===== config.mk =====
export PLATFORM = sky130hd
export DESIGN_NAME = stcp_timer
export DESIGN_NICKNAME = d
export VERILOG_FILES = /design/src/stcp_pkg.sv /design/src/stcp_tick.sv /design/src/stcp_timer.sv
export VERILOG_INCLUDE_DIRS = /design/src
export SDC_FILE = /design/constraint.sdc
export NUM_CORES = 1
export LEC_CHECK = 0
export ABC_AREA = 1
export BUFFER_PORTS_ARGS = -buffer_cell sky130_fd_sc_hd__buf_2
export CELL_PAD_IN_SITES_DETAIL_PLACEMENT = 0
export CELL_PAD_IN_SITES_GLOBAL_PLACEMENT = 2
export CORE_MARGIN = 5
export CORE_UTILIZATION = 33
export CTS_CLUSTER_DIAMETER = 40
export DETAILED_ROUTE_END_ITERATION = 10
export HOLD_SLACK_MARGIN = 0.15
export PLACE_DENSITY_LB_ADDON = 0.1
export SLEW_MARGIN = 20
export SYNTH_ARGS = -nofsm -noshare
export SYNTH_HDL_FRONTEND = slang
export SYNTH_SLANG_ARGS = --single-unit

===== constraint.sdc =====
create_clock -name hclk -period 5 [get_ports hclk]
set_clock_uncertainty 0.1 [all_clocks]
set_input_delay 0.25 -clock hclk [delete_from_list [all_inputs] [get_ports hclk]]
set_output_delay 0.25 -clock hclk [all_outputs]
set_load 0.02 [all_outputs]

===== src/stcp_consts.svh =====
// Register offsets, field positions, reset values and timing counts of the timer
`ifndef STCP_CONSTS_SVH
`define STCP_CONSTS_SVH
// Register byte offsets
`define STCP_OFF_CTRL0     8'h00
`define STCP_OFF_CTRL1     8'h04
`define STCP_OFF_CNT       8'h08
`define STCP_OFF_CMPA      8'h0C
`define STCP_OFF_CMPA_HI   8'h10
`define STCP_OFF_STATUS    8'h14
// Control zero fields
`define STCP_C0_ON         3
`define STCP_C0_CMPP_HI    2
`define STCP_C0_CMPP_LO    0
// Control one fields
`define STCP_C1_MODE_HI    7
`define STCP_C1_MODE_LO    6
`define STCP_C1_PIN_HI     5
`define STCP_C1_PIN_LO     4
`define STCP_C1_OIL        3
`define STCP_C1_INV        2
`define STCP_C1_SWAP       1
`define STCP_C1_CLRSEL     0
// Status fields
`define STCP_ST_AF         0
`define STCP_ST_PF         1
`define STCP_ST_PIN        2
// Reset values and counter maximum
`define STCP_RST_CTRL      8'h00
`define STCP_RST_CMPA      10'h000
`define STCP_CNT_MAX       10'h3FF
// Timer clock: time of one tick in ns, and the period in cycles of hclk
`define STCP_CLK_NS        5
`define STCP_TICK_NS       20
`define STCP_TICK_CYC      ((`STCP_TICK_NS + `STCP_CLK_NS - 1) / `STCP_CLK_NS)
`endif


===== src/stcp_pkg.sv =====
// Types of the standard timer with compare and PWM
package stcp_pkg;
  typedef enum logic [1:0] {STCP_CMP = 2'b00, STCP_CAP = 2'b01,
                            STCP_PWM = 2'b10, STCP_TMR = 2'b11} stcp_mode_t;
  typedef enum logic [1:0] {STCP_BUS_IDLE, STCP_BUS_WR, STCP_BUS_RD} stcp_bus_t;
endpackage : stcp_pkg


===== src/stcp_tick.sv =====
// Divider making the one-cycle timer clock enable
`timescale 1ns/1ps
`include "stcp_consts.svh"
module stcp_tick
  import stcp_pkg::*;
#(
  parameter int DIV = `STCP_TICK_CYC
)(
  // Clock and reset
  input  wire logic hclk,
  input  wire logic hresetn,
  // Enable pulse
  output logic      tick
);
  initial
  begin
    if (DIV < 1 || DIV > 65536) $error("stcp_tick: DIV must lie in 1 to 65536");
  end
  typedef struct packed
  {
    logic [15:0] cnt;   // Cycles since last pulse
    logic        tick;  // Registered enable
  } stcp_tick_st_t;
  stcp_tick_st_t st, next_st;
  // Count cycles, pulse on the last
  always_comb
  begin
    next_st = st;
    next_st.tick = 1'b0;
    if (st.cnt == 16'(DIV - 1))
    begin
      next_st.cnt  = 16'h0000;
      next_st.tick = 1'b1;
    end
    else
      next_st.cnt = st.cnt + 16'h0001;
  end
  // State register
  always_ff @(posedge hclk or negedge hresetn)
  begin
    if (!hresetn)
      st <= '0;
    else
      st <= next_st;
  end
  assign tick = st.tick;
endmodule : stcp_tick


===== src/stcp_timer.sv =====
// Standard timer: compare match, timer/counter and PWM, with AHB-Lite registers
//
// What this block does
// - Mode field 00 selects compare-match output
// - Clear-select low: P match/overflow clears, both flags
// - Clear-select high: A match clears, only A flag
// - Compare A zero: overflow at 3FF, no A flag
// - Compare mode: pin changes only on A match or enable rising
// - Pin function: none, low, high or toggle
// - Enable rising forces pin to initial level
// - Mode 11 behaves as compare, pin undriven
// - PWM output when mode and pin field 10
// - PWM ignores clear-select; swap picks period register
// - Swap zero: period P times 128, duty A
// - Swap one: period A, duty P times 128
// - Duty at or above period gives full duty
// - PWM raises A and P flags on matches
// - Pin field forces or enables; initial bit polarity
// - PWM counting runs while pin is forced
// - Invert bit inverts waveform before pin
// - Enable rising zeroes counter; falling holds count
// - Requested level equal to current: no change
//
// Limitations: capture and single-pulse modes are not served. Change the
// mode or pin field only while the counter is off; a running period would
// otherwise finish with an undefined waveform.
`timescale 1ns/1ps
`include "stcp_consts.svh"
module stcp_timer
  import stcp_pkg::*;
#(
  parameter int CW  = 10,              // Counter width
  parameter int DIV = `STCP_TICK_CYC   // hclk cycles per timer clock
)(
  // Clock and reset
  input  wire logic        hclk,
  input  wire logic        hresetn,
  // AHB-Lite slave
  input  wire logic        hsel,
  input  wire logic [31:0] haddr,
  input  wire logic [1:0]  htrans,
  input  wire logic        hwrite,
  input  wire logic [2:0]  hsize,
  input  wire logic        hready,
  input  wire logic [31:0] hwdata,
  output logic      [31:0] hrdata,
  output logic             hreadyout,
  output logic             hresp,
  // Timer output pin
  output logic             timer_out,
  output logic             timer_out_oe
);
  // Refuse parameters that the fixed-width logic cannot serve
  initial
  begin
    if (CW != 10) $error("stcp_timer: only a 10-bit counter is supported");
    if (DIV < 1 || DIV > 65536) $error("stcp_timer: DIV must lie in 1 to 65536");
  end

  // All state in one word: bus, registers, counter, flags and pin
  typedef struct packed
  {
    stcp_bus_t   bus;         // Data-phase kind
    logic [7:0]  addr;        // Latched address
    logic [31:0] rdata;       // Read data
    logic [7:0]  ctrl0;       // Enable and compare P
    logic [7:0]  ctrl1;       // Mode and pin control
    logic [9:0]  cmpa;        // Compare A value
    logic [9:0]  cnt;         // Counter
    logic        on_d;        // Enable seen last cycle
    logic        af;          // Match A flag
    logic        pf;          // Match P flag
    logic        cm_lvl;      // Compare-mode pin level
    logic        pwm_act;     // PWM waveform active
    logic        pin;         // Registered pin
    logic        oe;          // Registered enable
  } stcp_st_t;

  stcp_st_t st, next_st;
  logic     tick;             // Timer clock enable

  // Timer clock divider
  stcp_tick #(.DIV(DIV)) u_tick
  (
    .hclk    (hclk),
    .hresetn (hresetn),
    .tick    (tick)
  );

  // Period of P comparator in ticks, 0 means 1024
  // A zero field stands for the full counter range
  function automatic logic [10:0] stcp_p_ticks(input logic [2:0] p);
    stcp_p_ticks = (p == 3'b000) ? 11'h400 : {p, 8'h00} >> 1;
  endfunction : stcp_p_ticks

  // Status word, also used for the read mux
  // Unmapped places read as zero, so probing is harmless
  function automatic logic [31:0] stcp_rd(input stcp_st_t s, input logic [7:0] a);
    logic [31:0] r;
    r = 32'h0000_0000;
    unique case (a)
      `STCP_OFF_CTRL0   : r = {24'h000000, s.ctrl0};
      `STCP_OFF_CTRL1   : r = {24'h000000, s.ctrl1};
      `STCP_OFF_CNT     : r = {22'h000000, s.cnt};
      `STCP_OFF_CMPA    : r = {24'h000000, s.cmpa[7:0]};
      `STCP_OFF_CMPA_HI : r = {30'h00000000, s.cmpa[9:8]};
      `STCP_OFF_STATUS  : r = {29'h00000000, s.pin, s.pf, s.af};
      default           : r = 32'h0000_0000;
    endcase
    stcp_rd = r;
  endfunction : stcp_rd

  // Decoded controls
  logic [1:0]  mode;          // Operating mode field
  logic [1:0]  pfn;           // Pin-function field
  logic [2:0]  cmpp;          // Compare P value
  logic        on;            // Count enable
  logic        oil;           // Output initial level
  logic        match_a;       // Comparator A equality
  logic        match_p;       // Comparator P equality
  logic        ovf;           // Counter at maximum
  logic [10:0] p_ticks;       // P expressed in ticks
  logic        bus_go;        // Valid address phase

  // Field decode and comparators, shared by all modes
  always_comb
  begin
    mode    = st.ctrl1[`STCP_C1_MODE_HI:`STCP_C1_MODE_LO];
    pfn     = st.ctrl1[`STCP_C1_PIN_HI:`STCP_C1_PIN_LO];
    cmpp    = st.ctrl0[`STCP_C0_CMPP_HI:`STCP_C0_CMPP_LO];
    on      = st.ctrl0[`STCP_C0_ON];
    oil     = st.ctrl1[`STCP_C1_OIL];
    p_ticks = stcp_p_ticks(cmpp);
    // Match fires on the tick that would reach the compared count
    match_a = (st.cmpa != 10'h000) && (st.cnt == st.cmpa - 10'h001);
    match_p = (cmpp != 3'b000) && ({1'b0, st.cnt} == p_ticks - 11'h001);
    ovf     = (st.cnt == `STCP_CNT_MAX);
    bus_go  = hsel && hready && htrans[1];
  end

  // Next state: bus, counter, flags and pin
  always_comb
  begin
    logic clr;                // Counter clear this tick
    logic set_a;              // A flag event
    logic set_p;              // P flag event
    logic [10:0] duty;        // PWM duty in ticks
    logic [10:0] per;         // PWM period in ticks
    logic        wave;        // PWM waveform before polarity
    clr   = 1'b0;
    set_a = 1'b0;
    set_p = 1'b0;
    duty  = 11'h000;
    per   = 11'h000;
    wave  = 1'b0;
    next_st = st;
    next_st.on_d = on;

    // Data phase of previous transfer; slave never waits
    next_st.bus = STCP_BUS_IDLE;
    if (st.bus == STCP_BUS_WR)
    begin
      unique case (st.addr)
        `STCP_OFF_CTRL0   : next_st.ctrl0 = {4'h0, hwdata[3:0]};
        `STCP_OFF_CTRL1   : next_st.ctrl1 = hwdata[7:0];
        `STCP_OFF_CMPA    : next_st.cmpa[7:0] = hwdata[7:0];
        `STCP_OFF_CMPA_HI : next_st.cmpa[9:8] = hwdata[1:0];
        default           : ;
      endcase
    end
    if (bus_go)
    begin
      next_st.addr  = haddr[7:0];
      next_st.bus   = hwrite ? STCP_BUS_WR : STCP_BUS_RD;
      // Read sees a write landing this cycle, so a read straight after a
      // write to a control or compare register returns the new value
      next_st.rdata = stcp_rd(next_st, haddr[7:0]);
    end

    // Counting and match events
    if (on && !st.on_d)
    begin
      next_st.cnt    = 10'h000;
      next_st.cm_lvl = oil;
      // PWM opens its first period in the active phase
      next_st.pwm_act = 1'b1;
    end
    else if (on && tick)
    begin
      if (mode == STCP_PWM)
      begin
        // Clear-select ignored; swap chooses the period register
        if (st.ctrl1[`STCP_C1_SWAP])
        begin
          per  = {1'b0, st.cmpa};
          duty = p_ticks;
          clr  = match_a;
        end
        else
        begin
          per  = p_ticks;
          duty = {1'b0, st.cmpa};
          clr  = (cmpp == 3'b000) ? ovf : match_p;
        end
        set_a = match_a;
        set_p = match_p;
        // Active from clear until duty; full duty when duty >= period
        if (clr)
          next_st.pwm_act = (duty != 11'h000);
        else if (duty < per && {1'b0, st.cnt} + 11'h001 == duty)
          next_st.pwm_act = 1'b0;
      end
      else if (mode == STCP_CMP || mode == STCP_TMR)
      begin
        if (st.ctrl1[`STCP_C1_CLRSEL])
        begin
          clr   = match_a || (st.cmpa == 10'h000 && ovf);
          set_a = match_a;
        end
        else
        begin
          clr   = (cmpp == 3'b000) ? ovf : match_p;
          set_a = match_a;
          set_p = match_p || (cmpp == 3'b000 && ovf);
        end
        // Pin moves only with the A flag; same level means no change
        if (set_a)
        begin
          unique case (pfn)
            2'b00 : ;
            2'b01 : next_st.cm_lvl = 1'b0;
            2'b10 : next_st.cm_lvl = 1'b1;
            2'b11 : next_st.cm_lvl = ~st.cm_lvl;
          endcase
        end
      end
      // Counter wraps on clear, else counts up
      next_st.cnt = clr ? 10'h000 : st.cnt + 10'h001;
    end
    // Disabling keeps the count (no branch taken)

    // Hardware set wins over a software clear in the same cycle
    if (st.bus == STCP_BUS_WR && st.addr == `STCP_OFF_STATUS)
    begin
      if (hwdata[`STCP_ST_AF])
        next_st.af = 1'b0;
      if (hwdata[`STCP_ST_PF])
        next_st.pf = 1'b0;
    end
    if (set_a)
      next_st.af = 1'b1;
    if (set_p)
      next_st.pf = 1'b1;

    // Pin drive per mode
    if (mode == STCP_PWM)
    begin
      unique case (pfn)
        2'b00   : wave = 1'b0;
        2'b01   : wave = 1'b1;
        2'b10   : wave = next_st.pwm_act;
        default : wave = 1'b0;
      endcase
      next_st.pin = (oil ? wave : ~wave) ^ st.ctrl1[`STCP_C1_INV];
      next_st.oe  = 1'b1;
    end
    else if (mode == STCP_CMP)
    begin
      next_st.pin = next_st.cm_lvl ^ st.ctrl1[`STCP_C1_INV];
      next_st.oe  = 1'b1;
    end
    else
    begin
      next_st.pin = 1'b0;
      next_st.oe  = 1'b0;
    end
  end

  // State register
  // Reset loads the power-on register values
  always_ff @(posedge hclk or negedge hresetn)
  begin
    if (!hresetn)
    begin
      st       <= '0;
      st.bus   <= STCP_BUS_IDLE;
      st.ctrl0 <= `STCP_RST_CTRL;
      st.ctrl1 <= `STCP_RST_CTRL;
      st.cmpa  <= `STCP_RST_CMPA;
    end
    else
      st <= next_st;
  end

  // Read data and pin outputs straight from flip-flops
  // Bus answer is tied: the slave never waits and never errs
  assign hrdata       = st.rdata;
  assign hreadyout    = 1'b1;
  assign hresp        = 1'b0;
  assign timer_out    = st.pin;
  assign timer_out_oe = st.oe;
endmodule : stcp_timer


Word-level counts from Yosys, hierarchy flattened

Cells that the tools add are included.

Bits in latches: 0
Output and inout bits: 36
RAM bits: 0
Memories: 0
ROM bits: 0
Bits in registers: 102

Reduce and logical (&&, ||, !) cells: 29
Add/sub/neg operators: 5
Multipliers: 0
Shift-type cells: 0
Muxes and demuxes: 64
Divide/modulo/power cells: 0
Order comparisons: 1
Bitwise gates (word level): 4
Equality and inequality tests: 20

Operator list:

| cell                    | number |
|---|---|
| $mux W11                | 9 |
| $pmux W10 S6            | 1 |
| $mux W42                | 1 |
| $mux W1                 | 36 |
| $eq A8 B5 Y1 const B    | 4 |
| $mux W10                | 3 |
| $mux W26                | 1 |
| $eq A8 B4 Y1 const B    | 3 |
| $mux W8                 | 3 |
| $add A16 B1 Y16 const B | 1 |
| $eq A16 B2 Y1 const B   | 1 |
| $eq A8 B3 Y1 const B    | 2 |
| $logic_not A8 Y1        | 2 |
| $mux W16                | 1 |
| $mux W2                 | 7 |
| $add A10 B1 Y11 const B | 1 |
| $eq A10 B11 Y1          | 1 |
| $eq A11 B11 Y1          | 1 |
| $lt A11 B11 Y1          | 1 |
| $reduce_bool A11 Y1     | 1 |
| $sub A11 B1 Y11 const B | 1 |
| $add A10 B1 Y10 const B | 1 |
| $eq A10 B10 Y1          | 1 |
| $eq A10 B10 Y1 const B  | 1 |
| 17 further kinds        | 39 |

Logic depth before layout (Yosys ltp)

Depth in word-level cells: 20
Gate-level depth with buffers: 23

Cells and area by module

A second synthesis with hierarchy kept.

Cells, all modules: 762
Area, all modules: 5386.4 sq um

Modules (own cells, without submodules):

| module     | cells an instance | area an instance (sq um) | instances |
|---|---|---|---|
| stcp_timer | 647               | 4479.3                   | 1 |
| stcp_tick  | 115               | 907.1                    | 1 |

Worst setup path after synthesis

Ideal clock, no wire load.

Kind: flip-flop to flip-flop
Start: reg st[17] in the netlist's numbering
End: reg st[10] in the netlist's numbering
Period minus slack after synthesis: 2.255 ns
Arrival time: 2.003 ns
Stages on the path, launching flop included: 20
Buffers on the path: 0
Library setup time: 0.152 ns
Setup slack: 2.745 ns
Data required time: 4.748 ns
Cells stage by stage: dfrtp_1 > inv_1 > ha_1 > nand2_2 > nor2_4 > nand2_1 > nand2_1 > nand2_1 > nand2_1 > nand2_1 > nor2_1 > nand3_2 > inv_1 > o21ai_0 > nand2_1 > nand3_1 > o21ai_2 > inv_2 > nand3_1 > o21ai_0

Longest elaborated chain between the ends: 13
Elaborated cells on any way between the ends: 19
Those cells by class: add/sub (1); eq/ne (1); mux (12); reduce/logical (5)

Ends and longest elaborated chain:

| element                  | line              | source |
|---|---|---|
| start: declaration       | stcp_timer.sv:79  | `stcp_st_t st, next_st;` |
| start signal: assignment | stcp_timer.sv:292 | `st <= next_st;` |
| $sub A10 B1 Y10          | stcp_timer.sv:135 | `match_a = (st.cmpa != 10'h000) && (st.cnt == st.cmpa - 10'h001);` |
| $eq A10 B10 Y1           | stcp_timer.sv:135 |  |
| $logic_and A1 B1 Y1      | stcp_timer.sv:135 |  |
| $mux W1                  | stcp_timer.sv:193 | `` if (st.ctrl1[`STCP_C1_SWAP]) `` |
| $mux W1                  | stcp_timer.sv:190 | `if (mode == STCP_PWM)` |
| $mux W1                  | stcp_timer.sv:188 | `else if (on && tick)` |
| $mux W1                  | stcp_timer.sv:181 | `if (on && !st.on_d)` |
| $mux W1 *                | stcp_timer.sv:190 |  |
| $mux W1 *                | stcp_timer.sv:188 |  |
| $mux W1 *                | stcp_timer.sv:181 |  |
| $mux W10 *               | stcp_timer.sv:238 | `next_st.cnt = clr ? 10'h000 : st.cnt + 10'h001;` |
| $mux W10 *               | stcp_timer.sv:188 |  |
| $mux W10 *               | stcp_timer.sv:181 |  |

Every way passes the cells marked *; elsewhere a longest branch is shown, timed or not. The select of a mux whose other input is x is not followed.
A chain may end at the register's enable or synchronous reset.

==> metrics.md <==
| Metric | Value |
|---|---|
| Type of the setup path with the least slack | flop to flop |
| Crit path DAT | between 3000 and 4000 ps |
| Worst-case setup slack after placement | between 1500 and 2000 ps |
| Register bit count reported by yosys | 80 |
| Grt met2 use | 0.271 |
| Buffers on Ports | 33 |
| Commonest cells after routing, fill and taps aside | nand2_1 (159), inv_1 (106), dfrtp_1 (80) |
| Sequential cell area fraction in the yosys report | 0.391 |
| Final HPWL DP | between 10 and 15 mm |
| Final-stage net count | about 840 |
| # Post-CTS Setup Buffers | 0 |
| P_leak | 0.00296 uW |
| Clock Pin Slew Worst Setup and Hold Paths | approximately 70 ps |
| Num rows | 45 |
| Depth of the worst register-to-register path | 20 |
| Antenna diodes | 0 |
| Setup slack of the most critical reg-to-reg path | 1950 ps |
| Req. time, crit path | 5130 ps |
| Slowest cell delay on critical path | just under 700 ps |
| Clock Path Buffers | 2 |
| Main synth FF type | dfrtp_1 |
| Die H | about 130 um |
| Final Power | roughly 1900 uW |
| Vias after detailed routing | 4521 |
| Count of final hold-check violations | 0 |
| Area of the core | ~15000 um^2 |
| Total die area | about 18000 um^2 |
| End of the critical path | timer_out |
| Largest vdd supply drop | between 0.00015 and 0.0002 V |
| Run status | finished clean |
| Overflow after GRT | 0 |
| Number of violations reported at the end of detailed-routing iteration 0 | 275 |
| Initial antenna violation count | 0 |
| Pin count of the biggest net entering global routing | 54 |
| Remaining antenna violation count after routing | 0 |
| Number of buffers and inverters on the critical path | 3 |
| Remaining design rule violation count | 0 |
| Busiest layer in global routing | met2 |
| Initial cell density of the core | 0.336 |
| Sum of negative setup slack | 0 ps |
| Fin util | 0.381 |
| Chain of cells forming the critical path | buf_4, inv_2, a21oi_1, ha_1, inv_1, nor2_1, nand3_1, nand3_1, nor2_1, nand3_1, nand2_1, nand2_1, nand2_1, nand2_2, nand2_1, nand2_1, nand2_1, nand2_1, nand3_1, nand2_1 |
| Number of unique standard cell types used by synthesis | 40 |
| Share of synthesized registers carrying an async set or reset | 1.00 |
| CP dominant cell by count | nand2_1 |
| I/O pin count | 110 |
| Die boundary width | around 130 um |
| Max-slew headroom | 0.522 |
| Layout fillers | 1623 |
| Clock root buffer | clkbuf_16 |
| Mean post-synth cell area | 7.21 um^2 |
| RSZ-0062 raised after global routing | false |
| Worst setup EP type | flop |
| Family of cells with the greatest summed delay on the critical path | simple AND/OR/NAND/NOR gates |
| Count of hold buffers inserted by post-cts repair | 17 |
| Clock period minus final worst setup slack | roughly 3000 ps |
| Max Fclk | roughly 330 MHz |
| Number of buffers inserted during clock tree synthesis | 9 |
| Setup violation total in the final timing report | 0 |
| Power per unit of standard cell area | between 300 and 400 nW/um^2 |
| EDFF count, synth | 0 |
| Final WL | between 10 and 15 mm |
| Most common cell after layout, fill and taps aside | nand2_1 |
| Gr usage total | 0.170 |
| Launching instance or port of the critical path | st[28] |
| First-pass detailed-route iteration total | 5 |
| CP max-delay cell | dfrtp_1 |
| Yosys warning count | 0 |
| Number of cells in the finished layout apart from fillers | between 900 and 1000 |
| Crit Path Max Fanout | 14 |
| Proportion of layout cells with a drive suffix above 1 | 0.0949 |
| PnR worst setup slack | 1950 ps |
| Count of instances resized after the clock tree is built | 0 |
| Actual slew at the worst max-slew pin | between 700 and 800 ps |
| Final count of pins violating max slew | 0 |
| Crit. path cell count | 20 |
| Weighted congestion at the end of routability-driven global placement | ~0.85 |
| Kind of start point of the critical path | flop |
| Number of global-route vias before repair | between 4000 and 5000 |
| Via-to-Cell Ratio | about 4.8 |
| Reported max-cap violation count | 0 |
| Post-synthesis instance area | roughly 5100 um^2 |
| First-pass GRT wire length | 23.7 mm |
| Post-detailed-route wirelength per cell | approximately 15 um |
| H-tree depth | 3 |
| Met1 demand-to-capacity share in global routing | 0.238 |
| Post-placement cell count | 914 |
| Critical register-to-register path endpoint | timer_out |
| Area occupied by multi-input gates | 2450 um^2 |
| Source-to-sink clock delay at the later pin of the worst-skew pair | approximately 350 ps |
| Number of clock sinks | 80 |
| Class of the most critical hold timing path | input port to flop |
| Origin of the critical flop-to-flop path | st[28] |
| Synth-to-layout area growth | 13.2% |
| Area taken by flip-flops and latches | between 2000 and 2500 um^2 |
| Met3 Track Usage GR | 0.0212 |
| Clock tree from TritonCTS | yes |
| Synthesized instance count | roughly 710 |
| Final worst-path cycle share | 0.611 |
-- worst reg2reg max path: stages (launching register included) --
cell	delay [ps]
dfrtp_1	680
buf_4	280
inv_2	110
a21oi_1	310
ha_1	290
inv_1	50
nor2_1	60
nand3_1	80
nand3_1	70
nor2_1	150
nand3_1	160
nand2_1	90
nand2_1	50
nand2_1	80
nand2_2	50
nand2_1	60
nand2_1	60
nand2_1	60
nand2_1	40
nand3_1	70
nand2_1	60
-- final cells by class --
type / instances / area share
Timing Repair Buffer: 55 / 0.0648
Clock buffer: 10 / 0.0396
Clock inverter: 6 / 0.0119
Sequential cell: 80 / 0.346
Inverter: 113 / 0.0733
Multi-Input combinational cell: 495 / 0.424
Tap cell: 188 / 0.0406
-- cells by family after synthesis --
group,count (synthesis),share of synthesized area
and+or+nand+nor,335,0.282
buffers and inverters,156,0.145
AOI/OAI and AO/OA,101,0.113
DFF,80,0.391
xor gates and xnor gates,24,0.0411
adders and majority gates,9,0.0220
other,2,0.00147
muxes,2,0.00440
-- metal layers --
metal | wire length, um | share of wire
met3 | 540 | 0.037
met2 | 6730 | 0.46
met5 | 0 | 0
met1 | 7120 | 0.49
met4 | 226 | 0.015
-- sequential cells by signal (all words and copies together) (netlist names), 2 cells and up --
| signal | count |
|---|---|
| pfn | 2 |
| st | 42 |
| mode | 2 |
| u_tick.st | 16 |
| cmpp | 3 |
| hrdata | 10 |
-- through the flow --
stage | instance area [um^2] | hold WS, ps
after floorplan | 5200 | -146
after global placement | 5320 | 100
after global routing | 5790 | 265
after detailed placement | 5320 | 104
after CTS | 5790 | 218
final | 5790 | 232
-- worst min-delay path by stage --
stage          startpoint  endpoint  cells after the start
4_1_cts         hwdata[1]     st[4]                      4
3_3_place_gp      hresetn    st[77]                      1
6_report        hwdata[1]     st[4]                      4
5_1_grt         hwdata[1]    st[18]                      3
2_1_floorplan     hresetn   cmpp[0]                      0
3_5_place_dp      hresetn    st[76]                      1
-- where the power goes --
group,internal [uW],switching (uW),total (uW)
combinational,153,292,445
sequential,708,69.4,778
clock,390,283,673
total,1250,644,1890
-- synth_stat cells (all sizes together) (2+ instances only) --
master     n  share of area
nand4     10          0.012
clkbuf     5         0.0056
nor4       4         0.0049
nor3      15          0.015
nor2      77          0.062
mux2       2         0.0044
clkinv     2         0.0015
o2111ai    2         0.0034
inv      111          0.081
o21ai     62          0.061
a21oi     13          0.013
o31ai      3         0.0044
a221oi     7          0.012
o22ai      9          0.011
dfrtp     80           0.39
buf       38          0.056
conb       2         0.0015
ha         9          0.022
nand3     62          0.062
xor2      16          0.027
xnor2      8          0.014
nand2    164           0.12
Note: power is estimated with default switching activity, not from simulation.
